<file path="src/hw/asm_pkg.sv">
// shared constants and types of the asynchronous serial channel
package asm_pkg;
   // register byte addresses
   localparam logic [4:0] ADDR_MODE  = 5'h00;
   localparam logic [4:0] ADDR_BRG   = 5'h04;
   localparam logic [4:0] ADDR_CTL0  = 5'h08;
   localparam logic [4:0] ADDR_CTL1  = 5'h0c;
   localparam logic [4:0] ADDR_TXBUF = 5'h10;
   localparam logic [4:0] ADDR_RXBUF = 5'h14;
   localparam logic [4:0] ADDR_STAT  = 5'h18;
   // mode register fields
   localparam int MODE_LEN   = 0;
   localparam int MODE_EXT   = 3;
   localparam int MODE_STOP2 = 4;
   localparam int MODE_ODD   = 5;
   localparam int MODE_PEN   = 6;
   localparam int MODE_SLEEP = 7;
   // control 0 fields
   localparam int CTL0_PRE   = 0;
   localparam int CTL0_FUNC  = 2;
   localparam int CTL0_OD    = 3;
   localparam int CTL0_FDIS  = 4;
   localparam int CTL0_SEP   = 6;
   localparam int CTL0_RXDIR = 7;
   // control 1 fields
   localparam int CTL1_TXEN  = 0;
   localparam int CTL1_RXEN  = 2;
   localparam int CTL1_REV   = 3;
   localparam int CTL1_COLEN = 5;
   localparam int CTL1_DINV  = 6;
   // reset values
   localparam logic [7:0] MODE_RST = 8'h01;
   localparam logic [7:0] BRG_RST  = 8'h00;
   localparam logic [7:0] CTL0_RST = 8'h10;
   localparam logic [7:0] CTL1_RST = 8'h00;
   // character length codes
   localparam logic [1:0] LEN_7 = 2'h0;
   localparam logic [1:0] LEN_8 = 2'h1;
   localparam logic [1:0] LEN_9 = 2'h2;
   // prescaler and oversampling counts
   localparam logic [4:0] PRE_F8_LAST  = 5'h07;
   localparam logic [4:0] PRE_F32_LAST = 5'h1f;
   localparam logic [3:0] OVS_LAST     = 4'hf;
   localparam logic [3:0] OVS_MID      = 4'h7;
   // channel kinds
   localparam logic [1:0] CHAN_A = 2'h0;
   localparam logic [1:0] CHAN_B = 2'h1;
   localparam logic [1:0] CHAN_C = 2'h2;

   typedef enum logic [1:0] {
      T_IDLE  = 2'b00,
      T_START = 2'b01,
      T_DATA  = 2'b10,
      T_STOP  = 2'b11
   } asm_tx_e;

   typedef enum logic [2:0] {
      R_IDLE  = 3'b000,
      R_START = 3'b001,
      R_DATA  = 3'b010,
      R_PAR   = 3'b011,
      R_STOP  = 3'b100
   } asm_rx_e;
endpackage

</file>
<file path="src/hw/asm_brg.sv">
// bit-rate generator: prescaler or external clock, then divide by n+1
`timescale 1ns/10ps
module asm_brg (
   // clock and reset
   input  wire logic       core_clk,
   input  wire logic       nrst,
   // configuration
   input  wire logic [1:0] presc_sel,
   input  wire logic       ext_sel,
   input  wire logic [7:0] div,
   // external reference pin
   input  wire logic       ext_clock_pin,
   // sixteen-times bit clock enable
   output logic            tick16
);
   import asm_pkg::*;

   typedef struct packed {
      logic [4:0] pre_cnt;
      logic [7:0] div_cnt;
      logic       ck_s1;
      logic       ck_s2;
      logic       ck_prev;
      logic       tick;
   } asm_brg_s;

   asm_brg_s st_q;
   asm_brg_s st_d;
   logic     pre_hit;
   logic     src_en;

   always_comb begin
      st_d       = st_q;
      st_d.tick  = 1'b0;
      st_d.ck_s1 = ext_clock_pin;
      st_d.ck_s2 = st_q.ck_s1;
      st_d.ck_prev = st_q.ck_s2;
      case (presc_sel)
         2'h0:    pre_hit = 1'b1;
         2'h1:    pre_hit = (st_q.pre_cnt >= PRE_F8_LAST);
         default: pre_hit = (st_q.pre_cnt >= PRE_F32_LAST);
      endcase
      st_d.pre_cnt = pre_hit ? 5'h00 : st_q.pre_cnt + 5'h01;
      // external reference counts rising edges of the clock pin
      src_en = ext_sel ? (st_q.ck_s2 & ~st_q.ck_prev) : pre_hit;
      if (src_en) begin
         if (st_q.div_cnt == 8'h00) begin
            st_d.div_cnt = div;
            st_d.tick    = 1'b1;
         end else begin
            st_d.div_cnt = st_q.div_cnt - 8'h01;
         end
      end
   end

   always_ff @(posedge core_clk) begin
      if (!nrst) begin
         st_q <= '0;
      end else begin
         st_q <= st_d;
      end
   end

   assign tick16 = st_q.tick;
endmodule // asm_brg

</file>
<file path="src/hw/asm_channel.sv">
// one asynchronous serial channel with register port and pin control
//
// Contract
// frame is start, 7/8/9 character bits, optional parity, one or two stops.
// bit rate is source clock over sixteen times divider plus one.
// divider setting is an eight-bit value zero to 255.
// external source takes reference from the channel clock pin.
// overrun overwrites receive buffer and raises no receive request.
// flag overrun, framing, parity errors and an error-sum flag.
// transmit starts only when enabled, buffer full and clear-to-send low.
// serial output idles high, or floats with open-drain, until transfer.
// serial input is data only when its direction bit is zero.
// clock pin is external clock only when selected; channel c never.
// flow pin is clear-to-send, request-to-send or general by two bits.
// channel a may route request-to-send to a separate pin.
// software clears channel b flow bits when separate pins are used.
// in sleep mode only characters with msb one are accepted; channel c ignores the sleep bit and accepts all.
// channel c data-logic bit inverts character bits on buffer access.
// inversion never touches start, parity or stop bits.
// channel c polarity reverse inverts whole serial output and input.
// channel c compares output and input levels; mismatch raises request.
// receiver finds start edge and samples bits at their centre.
// rejected sleep characters leave buffer and request untouched.
//
// Chosen here: the register offsets and the address-and-strobe port.
`timescale 1ns/10ps
module asm_channel #(
   parameter logic [1:0] CHAN = asm_pkg::CHAN_A
) (
   // clock and reset
   input  wire logic        core_clk,
   input  wire logic        nrst,
   // register port
   input  wire logic [4:0]  addr,
   input  wire logic [31:0] wdata,
   input  wire logic        wr,
   input  wire logic        rd,
   output logic      [31:0] rdata,
   // serial pins
   output logic             serial_out_pin_o,
   output logic             serial_out_pin_oe,
   input  wire logic        serial_in_pin,
   input  wire logic        ext_clock_pin,
   // flow-control pins
   input  wire logic        flow_pin_i,
   output logic             flow_pin_o,
   output logic             flow_pin_oe,
   output logic             flow_alt_pin_o,
   output logic             flow_alt_pin_oe,
   // request pulses
   output logic             rx_req,
   output logic             tx_req,
   output logic             col_req
);
   import asm_pkg::*;

   typedef struct packed {
      logic [7:0]  mode;
      logic [7:0]  brg;
      logic [7:0]  ctl0;
      logic [7:0]  ctl1;
      logic [8:0]  txbuf;
      logic        txbuf_full;
      logic [8:0]  txsh;
      asm_tx_e     tx_st;
      logic [3:0]  tx_cnt;
      logic [3:0]  tx_bit;
      logic        tx_par;
      logic        tx_line;
      logic [8:0]  rxbuf;
      logic        rx_full;
      logic        ovr;
      logic        fer;
      logic        per;
      logic        col;
      asm_rx_e     rx_st;
      logic [3:0]  rx_cnt;
      logic [3:0]  rx_bit;
      logic [8:0]  rxsh;
      logic        rx_par;
      logic        rx_ferr;
      logic        rx_prev;
      logic        rx_s1;
      logic        rx_s2;
      logic        cts_s1;
      logic        cts_s2;
      logic [31:0] rdata;
      logic        out;
      logic        oe;
      logic        fl_o;
      logic        fl_oe;
      logic        fa_o;
      logic        fa_oe;
      logic        rx_req;
      logic        tx_req;
      logic        col_req;
   } asm_state_s;

   asm_state_s st_q;
   asm_state_s st_d;
   logic       tk;
   logic       brg_ext;
   logic       rev;
   logic       rxl;
   logic       cts_ok;
   logic       rx_fin;
   logic       rx_keep;
   logic [3:0] nb;
   logic [8:0] msk;
   logic [8:0] inv;
   logic       lvl;
   logic       rts_on;

   // number of character bits
   function automatic logic [3:0] nbits(input logic [1:0] len);
      case (len)
         LEN_7:   nbits = 4'h7;
         LEN_9:   nbits = 4'h9;
         default: nbits = 4'h8;
      endcase
   endfunction

   // mask of the character bits
   function automatic logic [8:0] cmask(input logic [1:0] len);
      case (len)
         LEN_7:   cmask = 9'h07f;
         LEN_9:   cmask = 9'h1ff;
         default: cmask = 9'h0ff;
      endcase
   endfunction

   // parity bit for the character, even or odd
   function automatic logic parity(input logic [8:0] d, input logic [8:0] m,
                                   input logic odd);
      parity = (^(d & m)) ^ odd;
   endfunction

   assign brg_ext = st_q.mode[MODE_EXT] && (CHAN != CHAN_C);

   asm_brg u_brg (
      .core_clk      (core_clk),
      .nrst          (nrst),
      .presc_sel     (st_q.ctl0[CTL0_PRE +: 2]),
      .ext_sel       (brg_ext),
      .div           (st_q.brg),
      .ext_clock_pin (ext_clock_pin),
      .tick16        (tk)
   );

   always_comb begin
      st_d         = st_q;
      st_d.rx_req  = 1'b0;
      st_d.tx_req  = 1'b0;
      st_d.col_req = 1'b0;
      st_d.rdata   = 32'h0000_0000;
      rx_fin       = 1'b0;
      rx_keep      = 1'b0;
      nb           = nbits(st_q.mode[MODE_LEN +: 2]);
      msk          = cmask(st_q.mode[MODE_LEN +: 2]);
      inv          = (CHAN == CHAN_C && st_q.ctl1[CTL1_DINV]) ? msk : 9'h000;
      rev          = (CHAN == CHAN_C) && st_q.ctl1[CTL1_REV];
      // synchronisers
      st_d.rx_s1   = serial_in_pin;
      st_d.rx_s2   = st_q.rx_s1;
      st_d.cts_s1  = flow_pin_i;
      st_d.cts_s2  = st_q.cts_s1;
      rxl          = (st_q.rx_s2 ^ rev) | st_q.ctl0[CTL0_RXDIR];
      st_d.rx_prev = rxl;
      cts_ok       = st_q.ctl0[CTL0_FDIS] | st_q.ctl0[CTL0_FUNC] | ~st_q.cts_s2;

      // status flag clear, write one to clear; later sets win, and any accepted character keeps the old framing flag
      if (wr && addr == ADDR_STAT) begin
         st_d.ovr = st_q.ovr & ~wdata[3];
         st_d.fer = st_q.fer & ~wdata[4];
         st_d.per = st_q.per & ~wdata[5];
         st_d.col = st_q.col & ~wdata[7];
      end

      // transmitter
      if (st_q.tx_st == T_IDLE) begin
         st_d.tx_line = 1'b1;
         if (st_q.ctl1[CTL1_TXEN] && st_q.txbuf_full && cts_ok) begin
            st_d.txsh       = st_q.txbuf;
            st_d.tx_par     = parity(st_q.txbuf, msk, st_q.mode[MODE_ODD]);
            st_d.txbuf_full = 1'b0;
            st_d.tx_req     = 1'b1;
            st_d.tx_st      = T_START;
            st_d.tx_cnt     = 4'h0;
            st_d.tx_line    = 1'b0;
         end
      end else if (tk) begin
         st_d.tx_cnt = st_q.tx_cnt + 4'h1;
         // collision check in the middle of each bit
         if (CHAN == CHAN_C && st_q.ctl1[CTL1_COLEN] && st_q.tx_cnt == OVS_MID &&
             ((st_q.tx_line ^ rev) != st_q.rx_s2)) begin
            st_d.col     = 1'b1;
            st_d.col_req = 1'b1;
         end
         if (st_q.tx_cnt == OVS_LAST) begin
            case (st_q.tx_st)
               T_START: begin
                  st_d.tx_st   = T_DATA;
                  st_d.tx_bit  = 4'h0;
                  st_d.tx_line = st_q.txsh[0];
               end
               T_DATA: begin
                  st_d.txsh   = {1'b0, st_q.txsh[8:1]};
                  st_d.tx_bit = st_q.tx_bit + 4'h1;
                  if (st_q.tx_bit == nb - 4'h1 + {3'h0, st_q.mode[MODE_PEN]}) begin
                     st_d.tx_st   = T_STOP;
                     st_d.tx_bit  = 4'h0;
                     st_d.tx_line = 1'b1;
                  end else if (st_q.tx_bit == nb - 4'h1) begin
                     st_d.tx_line = st_q.tx_par;
                  end else begin
                     st_d.tx_line = st_q.txsh[1];
                  end
               end
               default: begin
                  if (st_q.mode[MODE_STOP2] && st_q.tx_bit == 4'h0) begin
                     st_d.tx_bit = 4'h1;
                  end else begin
                     st_d.tx_st = T_IDLE;
                  end
               end
            endcase
         end
      end

      // receiver
      case (st_q.rx_st)
         R_IDLE: begin
            if (st_q.ctl1[CTL1_RXEN] && st_q.rx_prev && !rxl) begin
               st_d.rx_st   = R_START;
               st_d.rx_cnt  = 4'h0;
               st_d.rx_ferr = 1'b0;
               st_d.rxsh    = 9'h000;
            end
         end
         R_START: begin
            if (tk) begin
               st_d.rx_cnt = st_q.rx_cnt + 4'h1;
               if (st_q.rx_cnt == OVS_MID) begin
                  st_d.rx_cnt = 4'h0;
                  st_d.rx_bit = 4'h0;
                  st_d.rx_st  = rxl ? R_IDLE : R_DATA;
               end
            end
         end
         default: begin
            if (tk) begin
               st_d.rx_cnt = st_q.rx_cnt + 4'h1;
               if (st_q.rx_cnt == OVS_LAST) begin
                  if (st_q.rx_st == R_DATA) begin
                     st_d.rxsh[st_q.rx_bit] = rxl;
                     st_d.rx_bit = st_q.rx_bit + 4'h1;
                     if (st_q.rx_bit == nb - 4'h1) begin
                        st_d.rx_bit = 4'h0;
                        st_d.rx_st  = st_q.mode[MODE_PEN] ? R_PAR : R_STOP;
                     end
                  end else if (st_q.rx_st == R_PAR) begin
                     st_d.rx_par = rxl;
                     st_d.rx_st  = R_STOP;
                  end else begin
                     st_d.rx_ferr = st_q.rx_ferr | ~rxl;
                     if (st_q.mode[MODE_STOP2] && st_q.rx_bit == 4'h0) begin
                        st_d.rx_bit = 4'h1;
                     end else begin
                        st_d.rx_st = R_IDLE;
                        rx_fin     = 1'b1;
                     end
                  end
               end
            end
         end
      endcase

      // character completion
      rx_keep = !(CHAN != CHAN_C && st_q.mode[MODE_SLEEP] &&
                  !st_q.rxsh[nb - 4'h1]);
      if (rx_fin && rx_keep) begin
         st_d.rxbuf = st_q.rxsh & msk;
         if (st_q.rx_full) begin
            st_d.ovr = 1'b1;
         end else begin
            st_d.rx_req = 1'b1;
         end
         st_d.fer = st_q.fer | st_d.rx_ferr;
         if (st_q.mode[MODE_PEN] &&
             parity(st_q.rxsh, msk, st_q.mode[MODE_ODD]) != st_q.rx_par) begin
            st_d.per = 1'b1;
         end
      end

      // register writes
      if (wr) begin
         if (addr == ADDR_MODE) begin
            st_d.mode = wdata[7:0];
         end else if (addr == ADDR_BRG) begin
            st_d.brg = wdata[7:0];
         end else if (addr == ADDR_CTL0) begin
            st_d.ctl0 = wdata[7:0];
         end else if (addr == ADDR_CTL1) begin
            st_d.ctl1 = wdata[7:0];
         end else if (addr == ADDR_TXBUF) begin
            st_d.txbuf      = (wdata[8:0] ^ inv) & msk;
            st_d.txbuf_full = 1'b1;
         end
      end

      // register reads, data one cycle later
      if (rd) begin
         if (addr == ADDR_MODE) begin
            st_d.rdata = {24'h000000, st_q.mode};
         end else if (addr == ADDR_BRG) begin
            st_d.rdata = {24'h000000, st_q.brg};
         end else if (addr == ADDR_CTL0) begin
            st_d.rdata = {24'h000000, st_q.ctl0};
         end else if (addr == ADDR_CTL1) begin
            st_d.rdata = {24'h000000, st_q.ctl1};
         end else if (addr == ADDR_RXBUF) begin
            st_d.rdata = {23'h0, st_q.rxbuf ^ inv};
         end else if (addr == ADDR_STAT) begin
            st_d.rdata = {24'h000000, st_q.col, st_q.ovr | st_q.fer | st_q.per,
                          st_q.per, st_q.fer, st_q.ovr, st_q.rx_full,
                          st_q.tx_st == T_IDLE, ~st_q.txbuf_full};
         end
      end
      // reading the buffer empties it; a new character in the same cycle wins
      if (rd && addr == ADDR_RXBUF) begin
         st_d.rx_full = 1'b0;
      end
      if (rx_fin && rx_keep) begin
         st_d.rx_full = 1'b1;
      end

      // serial output pin
      lvl       = st_d.tx_line ^ rev;
      st_d.out  = lvl;
      st_d.oe   = st_q.ctl0[CTL0_OD] ? ~lvl : 1'b1;
      // flow-control pins, request-to-send is active low
      rts_on    = !st_q.ctl0[CTL0_FDIS] && st_q.ctl0[CTL0_FUNC];
      st_d.fl_o  = ~(st_q.ctl1[CTL1_RXEN] & ~st_d.rx_full);
      st_d.fa_o  = st_d.fl_o;
      st_d.fl_oe = 1'b0;
      st_d.fa_oe = 1'b0;
      if (rts_on) begin
         if (CHAN == CHAN_A && st_q.ctl0[CTL0_SEP]) begin
            st_d.fa_oe = 1'b1;
         end else begin
            st_d.fl_oe = 1'b1;
         end
      end
   end

   always_ff @(posedge core_clk) begin
      if (!nrst) begin
         st_q         <= '0;
         st_q.mode    <= MODE_RST;
         st_q.brg     <= BRG_RST;
         st_q.ctl0    <= CTL0_RST;
         st_q.ctl1    <= CTL1_RST;
         st_q.tx_line <= 1'b1;
         st_q.rx_prev <= 1'b1;
         st_q.rx_s1   <= 1'b1;
         st_q.rx_s2   <= 1'b1;
         st_q.cts_s1  <= 1'b1;
         st_q.cts_s2  <= 1'b1;
         st_q.out     <= 1'b1;
         st_q.oe      <= 1'b1;
         st_q.fl_o    <= 1'b1;
         st_q.fa_o    <= 1'b1;
      end else begin
         st_q <= st_d;
      end
   end

   assign rdata             = st_q.rdata;
   assign serial_out_pin_o  = st_q.out;
   assign serial_out_pin_oe = st_q.oe;
   assign flow_pin_o        = st_q.fl_o;
   assign flow_pin_oe       = st_q.fl_oe;
   assign flow_alt_pin_o    = st_q.fa_o;
   assign flow_alt_pin_oe   = st_q.fa_oe;
   assign rx_req            = st_q.rx_req;
   assign tx_req            = st_q.tx_req;
   assign col_req           = st_q.col_req;
endmodule // asm_channel

</file>
<file path="config.mk">
export PLATFORM = sky130hd
export DESIGN_NAME = asm_channel
export DESIGN_NICKNAME = d
export VERILOG_FILES = /design/src/hw/asm_pkg.sv /design/src/hw/asm_brg.sv /design/src/hw/asm_channel.sv
export SDC_FILE = /design/constraint.sdc
export NUM_CORES = 1
export LEC_CHECK = 0
export ABC_AREA = 1
export BUFFER_PORTS_ARGS = -buffer_cell sky130_fd_sc_hd__buf_2
export CAP_MARGIN = 20
export CORE_MARGIN = 3
export CORE_UTILIZATION = 31
export CTS_CLUSTER_DIAMETER = 50
export DETAILED_ROUTE_END_ITERATION = 10
export GPL_TIMING_DRIVEN = 0
export PLACE_DENSITY = 0.59
export REMOVE_ABC_BUFFERS = 1
export SLEW_MARGIN = 20
export SYNTH_ARGS = -nofsm -noshare
export SYNTH_HDL_FRONTEND = slang
export SYNTH_SLANG_ARGS = --single-unit
</file>
<file path="constraint.sdc">
create_clock -name core_clk -period 2.3 [get_ports core_clk]
set_input_delay 0.46 -clock core_clk [delete_from_list [all_inputs] [get_ports core_clk]]
set_output_delay 0.46 -clock core_clk [all_outputs]
set_load 0.005 [all_outputs]
</file>
==> run_results.csv <==
group,metric,value,unit
setup_path,arrival,2.39,ns
synthesis,yosys.area_share.adder,2.90,%
timing,tightest_slew,0.803,ns
floorplan,die_h,155,µm
grt,antenna_found_initial,0,
grt,grt_pass1_vias,5602,
synthesis,synth-seq-area-share,39.4,%
cells_and_area,n_antenna_cell,0,
timing,fin_setup_tns,0,ns
timing,min_period,2.09,ns
detailed_routing,wl_per_cell,13.8,µm
cells_and_area,regArea,0.00272,mm²
synthesis,synth_edf_count,0,
power_and_ir_drop,max-vdd-ir-drop,0.000413,V
floorplan,num_rows,54,
cells_and_area,layout.nets,1001,
floorplan,start_util,31.6,%
floorplan,die_x,155,µm
setup_path,crit_path_max_fanout,10,
setup_path,reg2reg_slack,0.21,ns
detailed_routing,vias,5900,
synthesis,synth_compound_area_share,19.4,%
setup_path,crit_type,"flip-flop to flip-flop",
cells_and_area,multi_input_area,0.00351,mm²
timing,setup_violations,0,
clock_tree,clock-sinks,136,
timing,worst_clock_skew,0.00940,ns
clock_tree,cts-root-buf,"clkbuf_16",
run_status,outcome,"complete, no violations",
setup_path,r2r-start,"st_q[92]$_SDFFE_PN0P_",
clock_tree,clk_transition_reported_paths,0.06,ns
synthesis,ys_warn_count,0,
synthesis,yosys_register_bits,136,
synthesis,ys_types,55,
worst_hold_path,min_delay_worst_endpoint,"st_d[41]$_SDFF_PN1_",
setup_path,cp.required,2.61,ns
setup_path,worst_setup_path_end_kind,"flip-flop",
setup_path,timing.rr.end,"st_q[95]$_SDFFE_PN0P_",
synthesis,synth.cell_area,0.00691,mm²
cells_and_area,fillers,2291,
placement,dpl.hpwl,12200,µm
floorplan,io_pins,85,
detailed_routing,ant_nets,0,
detailed_routing,wl,17000,µm
grt,grt_pass1_wl,28000,µm
worst_hold_path,hold_class,"primary input to flip-flop",
timing,relSlewSlack,46.5,%
synthesis,avgSynthCellArea,7.53,µm²
floorplan,core,0.0219,mm²
grt,grtUsageTotal,14.3,%
power_and_ir_drop,p_leak,3.35,nW
clock_tree,cts_tree,"built",
placement,gp_congestion,0.848,
synthesis,async_flop_share,0,%
synthesis,synth_mux_area_share,0,%
cells_and_area,syn_to_final_growth,14.1,%
worst_hold_path,holdPathStages,2,
timing,final-hold-violation-count,0,
worst_hold_path,min-delay-start,"flow_pin_i",
clock_tree,cts_max_level,4,
detailed_routing,via_per_inst,4.78,
grt,grt_max_degree,81,
power_and_ir_drop,powerDensity,852,mW/mm²
synthesis,postSynthCellCount,918,
setup_path,start_kind,"flip-flop",
timing,rsz0062_at_grt,"false",
detailed_routing,drtIter0Drc,308,
timing,fmax,479,MHz
cells_and_area,fin_util,36.0,%
detailed_routing,post-route-drc-count,0,
timing,fin_crit_sh,90.8,%
timing,drv_slew,0,
cells_and_area,layout-drive-gt1-share,15.6,%
floorplan,dieArea,0.0241,mm²
clock_tree,insertion_delay,0.42,ns
run,max_cap_violations,0,
clock_tree,clockBufferDepth,2,
synthesis,yosys.area_share.simple,25.0,%
placement,portBuffers,37,
setup_path,rr_worst_depth,7,
clock_tree,cts_hold_buf,0,
detailed_routing,firstDrtPassIters,5,
synthesis,synth_flop_cell,"dfxtp_1",
synthesis,synth_top_family_by_area,"simple AND/OR/NAND/NOR gates",
grt,gr-total-overflow,0,
synthesis,synthXorXnorAreaFrac,2.03,%
clock_tree,numCtsBuffers,17,
==> timing repair <==
| action | in CTS | in global routing |
|---|---|---|
| endpoints found under the setup margin | 0 | 3 |
| setup buffers | 0 | 1 |
| gates resized for setup | 0 | 3 |
==> layout make-up <==
cell class / instances / area share [%]
multi-input combinational: 639 / 44.4
sequential: 136 / 34.5
clock buffer: 17 / 5.39
inverter: 109 / 5.28
tap: 280 / 4.44
clock inverter: 15 / 3.46
timing repair buffer: 38 / 2.47
==> cell usage after synthesis (2+ instances only) <==
| library cell | count | area [µm²] |
|---|---|---|
| nand2_1 | 155 | 582 |
| dfxtp_1 | 136 | 2720 |
| inv_1 | 93 | 349 |
| nor2_1 | 91 | 342 |
| a21oi_1 | 86 | 430 |
| o21ai_0 | 82 | 410 |
| buf_4 | 36 | 270 |
| nand3_1 | 28 | 140 |
| ha_1 | 16 | 200 |
| a221oi_1 | 13 | 114 |
| inv_2 | 13 | 48.8 |
| o21ai_1 | 13 | 65.1 |
| nand2_2 | 12 | 75.1 |
| xor2_1 | 11 | 96.3 |
| buf_2 | 10 | 50.1 |
| clkbuf_1 | 10 | 37.5 |
| nand4_1 | 10 | 62.6 |
| nor2_4 | 9 | 101 |
| nor3_1 | 9 | 45.0 |
| o211a_1 | 8 | 80.1 |
| a211oi_1 | 6 | 45.0 |
| nand2_4 | 6 | 67.6 |
| nor2_2 | 6 | 37.5 |
| or2_2 | 6 | 37.5 |
| xnor2_1 | 5 | 43.8 |
| a31oi_1 | 4 | 25.0 |
| nand3_2 | 4 | 40.0 |
| o22ai_1 | 4 | 25.0 |
| nor3_2 | 3 | 30.0 |
| o2111ai_1 | 3 | 26.3 |
| nand3_4 | 2 | 35.0 |
| nand3b_1 | 2 | 15.0 |
| nor3_4 | 2 | 32.5 |
| o21ai_2 | 2 | 17.5 |
| o31ai_1 | 2 | 15.0 |
==> cells by family after synthesis <==
logic type	Yosys count
AND/OR/NAND/NOR	352
AO/OA/AOI/OAI	231
other	1
flip-flops	136
buffers and inverters	166
XOR/XNOR	16
adder cells (fa/ha/maj)	16
==> critical path: stages (launching register included) <==
cell and delay (ns):
dfxtp_1 0.35, inv_1 0.11, ha_1 0.30, nand4_1 0.44, nand2_2 0.22, nand2_2 0.16
a221oi_1 0.30, nor2_1 0.08
==> stage by stage <==
stage / hold slack (ns) / area [µm²] / setup WS [ns] / total power [W] / instances
after floorplan: 0.390 / 6640 / 0.619 / 0.00329 / 884
after global placement: 0.396 / 7170 / -0.975 / 0.00351 / 1201
after detailed placement: 0.405 / 7180 / 0.122 / 0.00351 / 1201
after CTS: 0.205 / 7870 / 0.108 / 0.00676 / 1233
after global routing: 0.212 / 7890 / 0.0106 / 0.00700 / 1234
final: 0.220 / 7890 / 0.213 / 0.00672 / 1234
==> routing by layer <==
layer  track usage, %  up-vias  routed length (µm)
met4             5.29        0                 249
li1                 -     3034                   -
met3             3.62       27                 841
met2             23.2      135                7930
met1             18.4     2704                7990
met5                0        -                   0
==> report_power, final <==
part / switching (W) / internal (W) / leakage, nW
Combinational: 0.000628 / 0.000315 / 1.92
Clock: 0.00109 / 0.00215 / 0.330
Sequential: 0.0000844 / 0.00245 / 1.10
Total: 0.00180 / 0.00492 / 3.35
==> registers in the layout (all words and copies together) (netlist names), 2 cells and up, named ones only <==
name and cells:
st_q 100, rdata 9, u_brg.st_d 2, st_d 2
u_brg.st_q 14
==> worst max-delay path by stage <==
stage	start	endpoint	slack, ns	cells after the start
2_1_floorplan	st_q[92]$_SDFFE_PN0P_	st_q[90]$_SDFFE_PN0P_	0.62	7
3_3_place_gp	nrst	st_q[41]$_SDFF_PN1_	-0.97	3
3_5_place_dp	nrst	st_d[43]$_SDFF_PN1_	0.12	3
4_1_cts	st_q[92]$_SDFFE_PN0P_	st_q[90]$_SDFFE_PN0P_	0.11	7
5_1_grt	st_q[92]$_SDFFE_PN0P_	st_q[95]$_SDFFE_PN0P_	0.01	7
6_report	st_q[92]$_SDFFE_PN0P_	st_q[95]$_SDFFE_PN0P_	0.21	7
==> cells in the final DEF (no fill, tap or decap), types with 7 or more instances in the layout <==
master     netlist  routed
a21oi_1         86      86
a221oi_1        13      13
buf_2           10      36
bufinv_16        0       7
clkbuf_16        0      17
conb_1           1      24
dfxtp_1        136     136
ha_1            16      16
inv_1           93      91
inv_2           13      14
nand2_1        155     153
nand2_2         12      14
nand3_1         28      28
nand4_1         10      10
nor2_1          91      91
nor2_4           9       9
nor3_1           9       9
o211a_1          8       8
o21ai_0         82      82
o21ai_1         13      13
xor2_1          11      11
No activity file was read; power rests on OpenSTA's default activity.
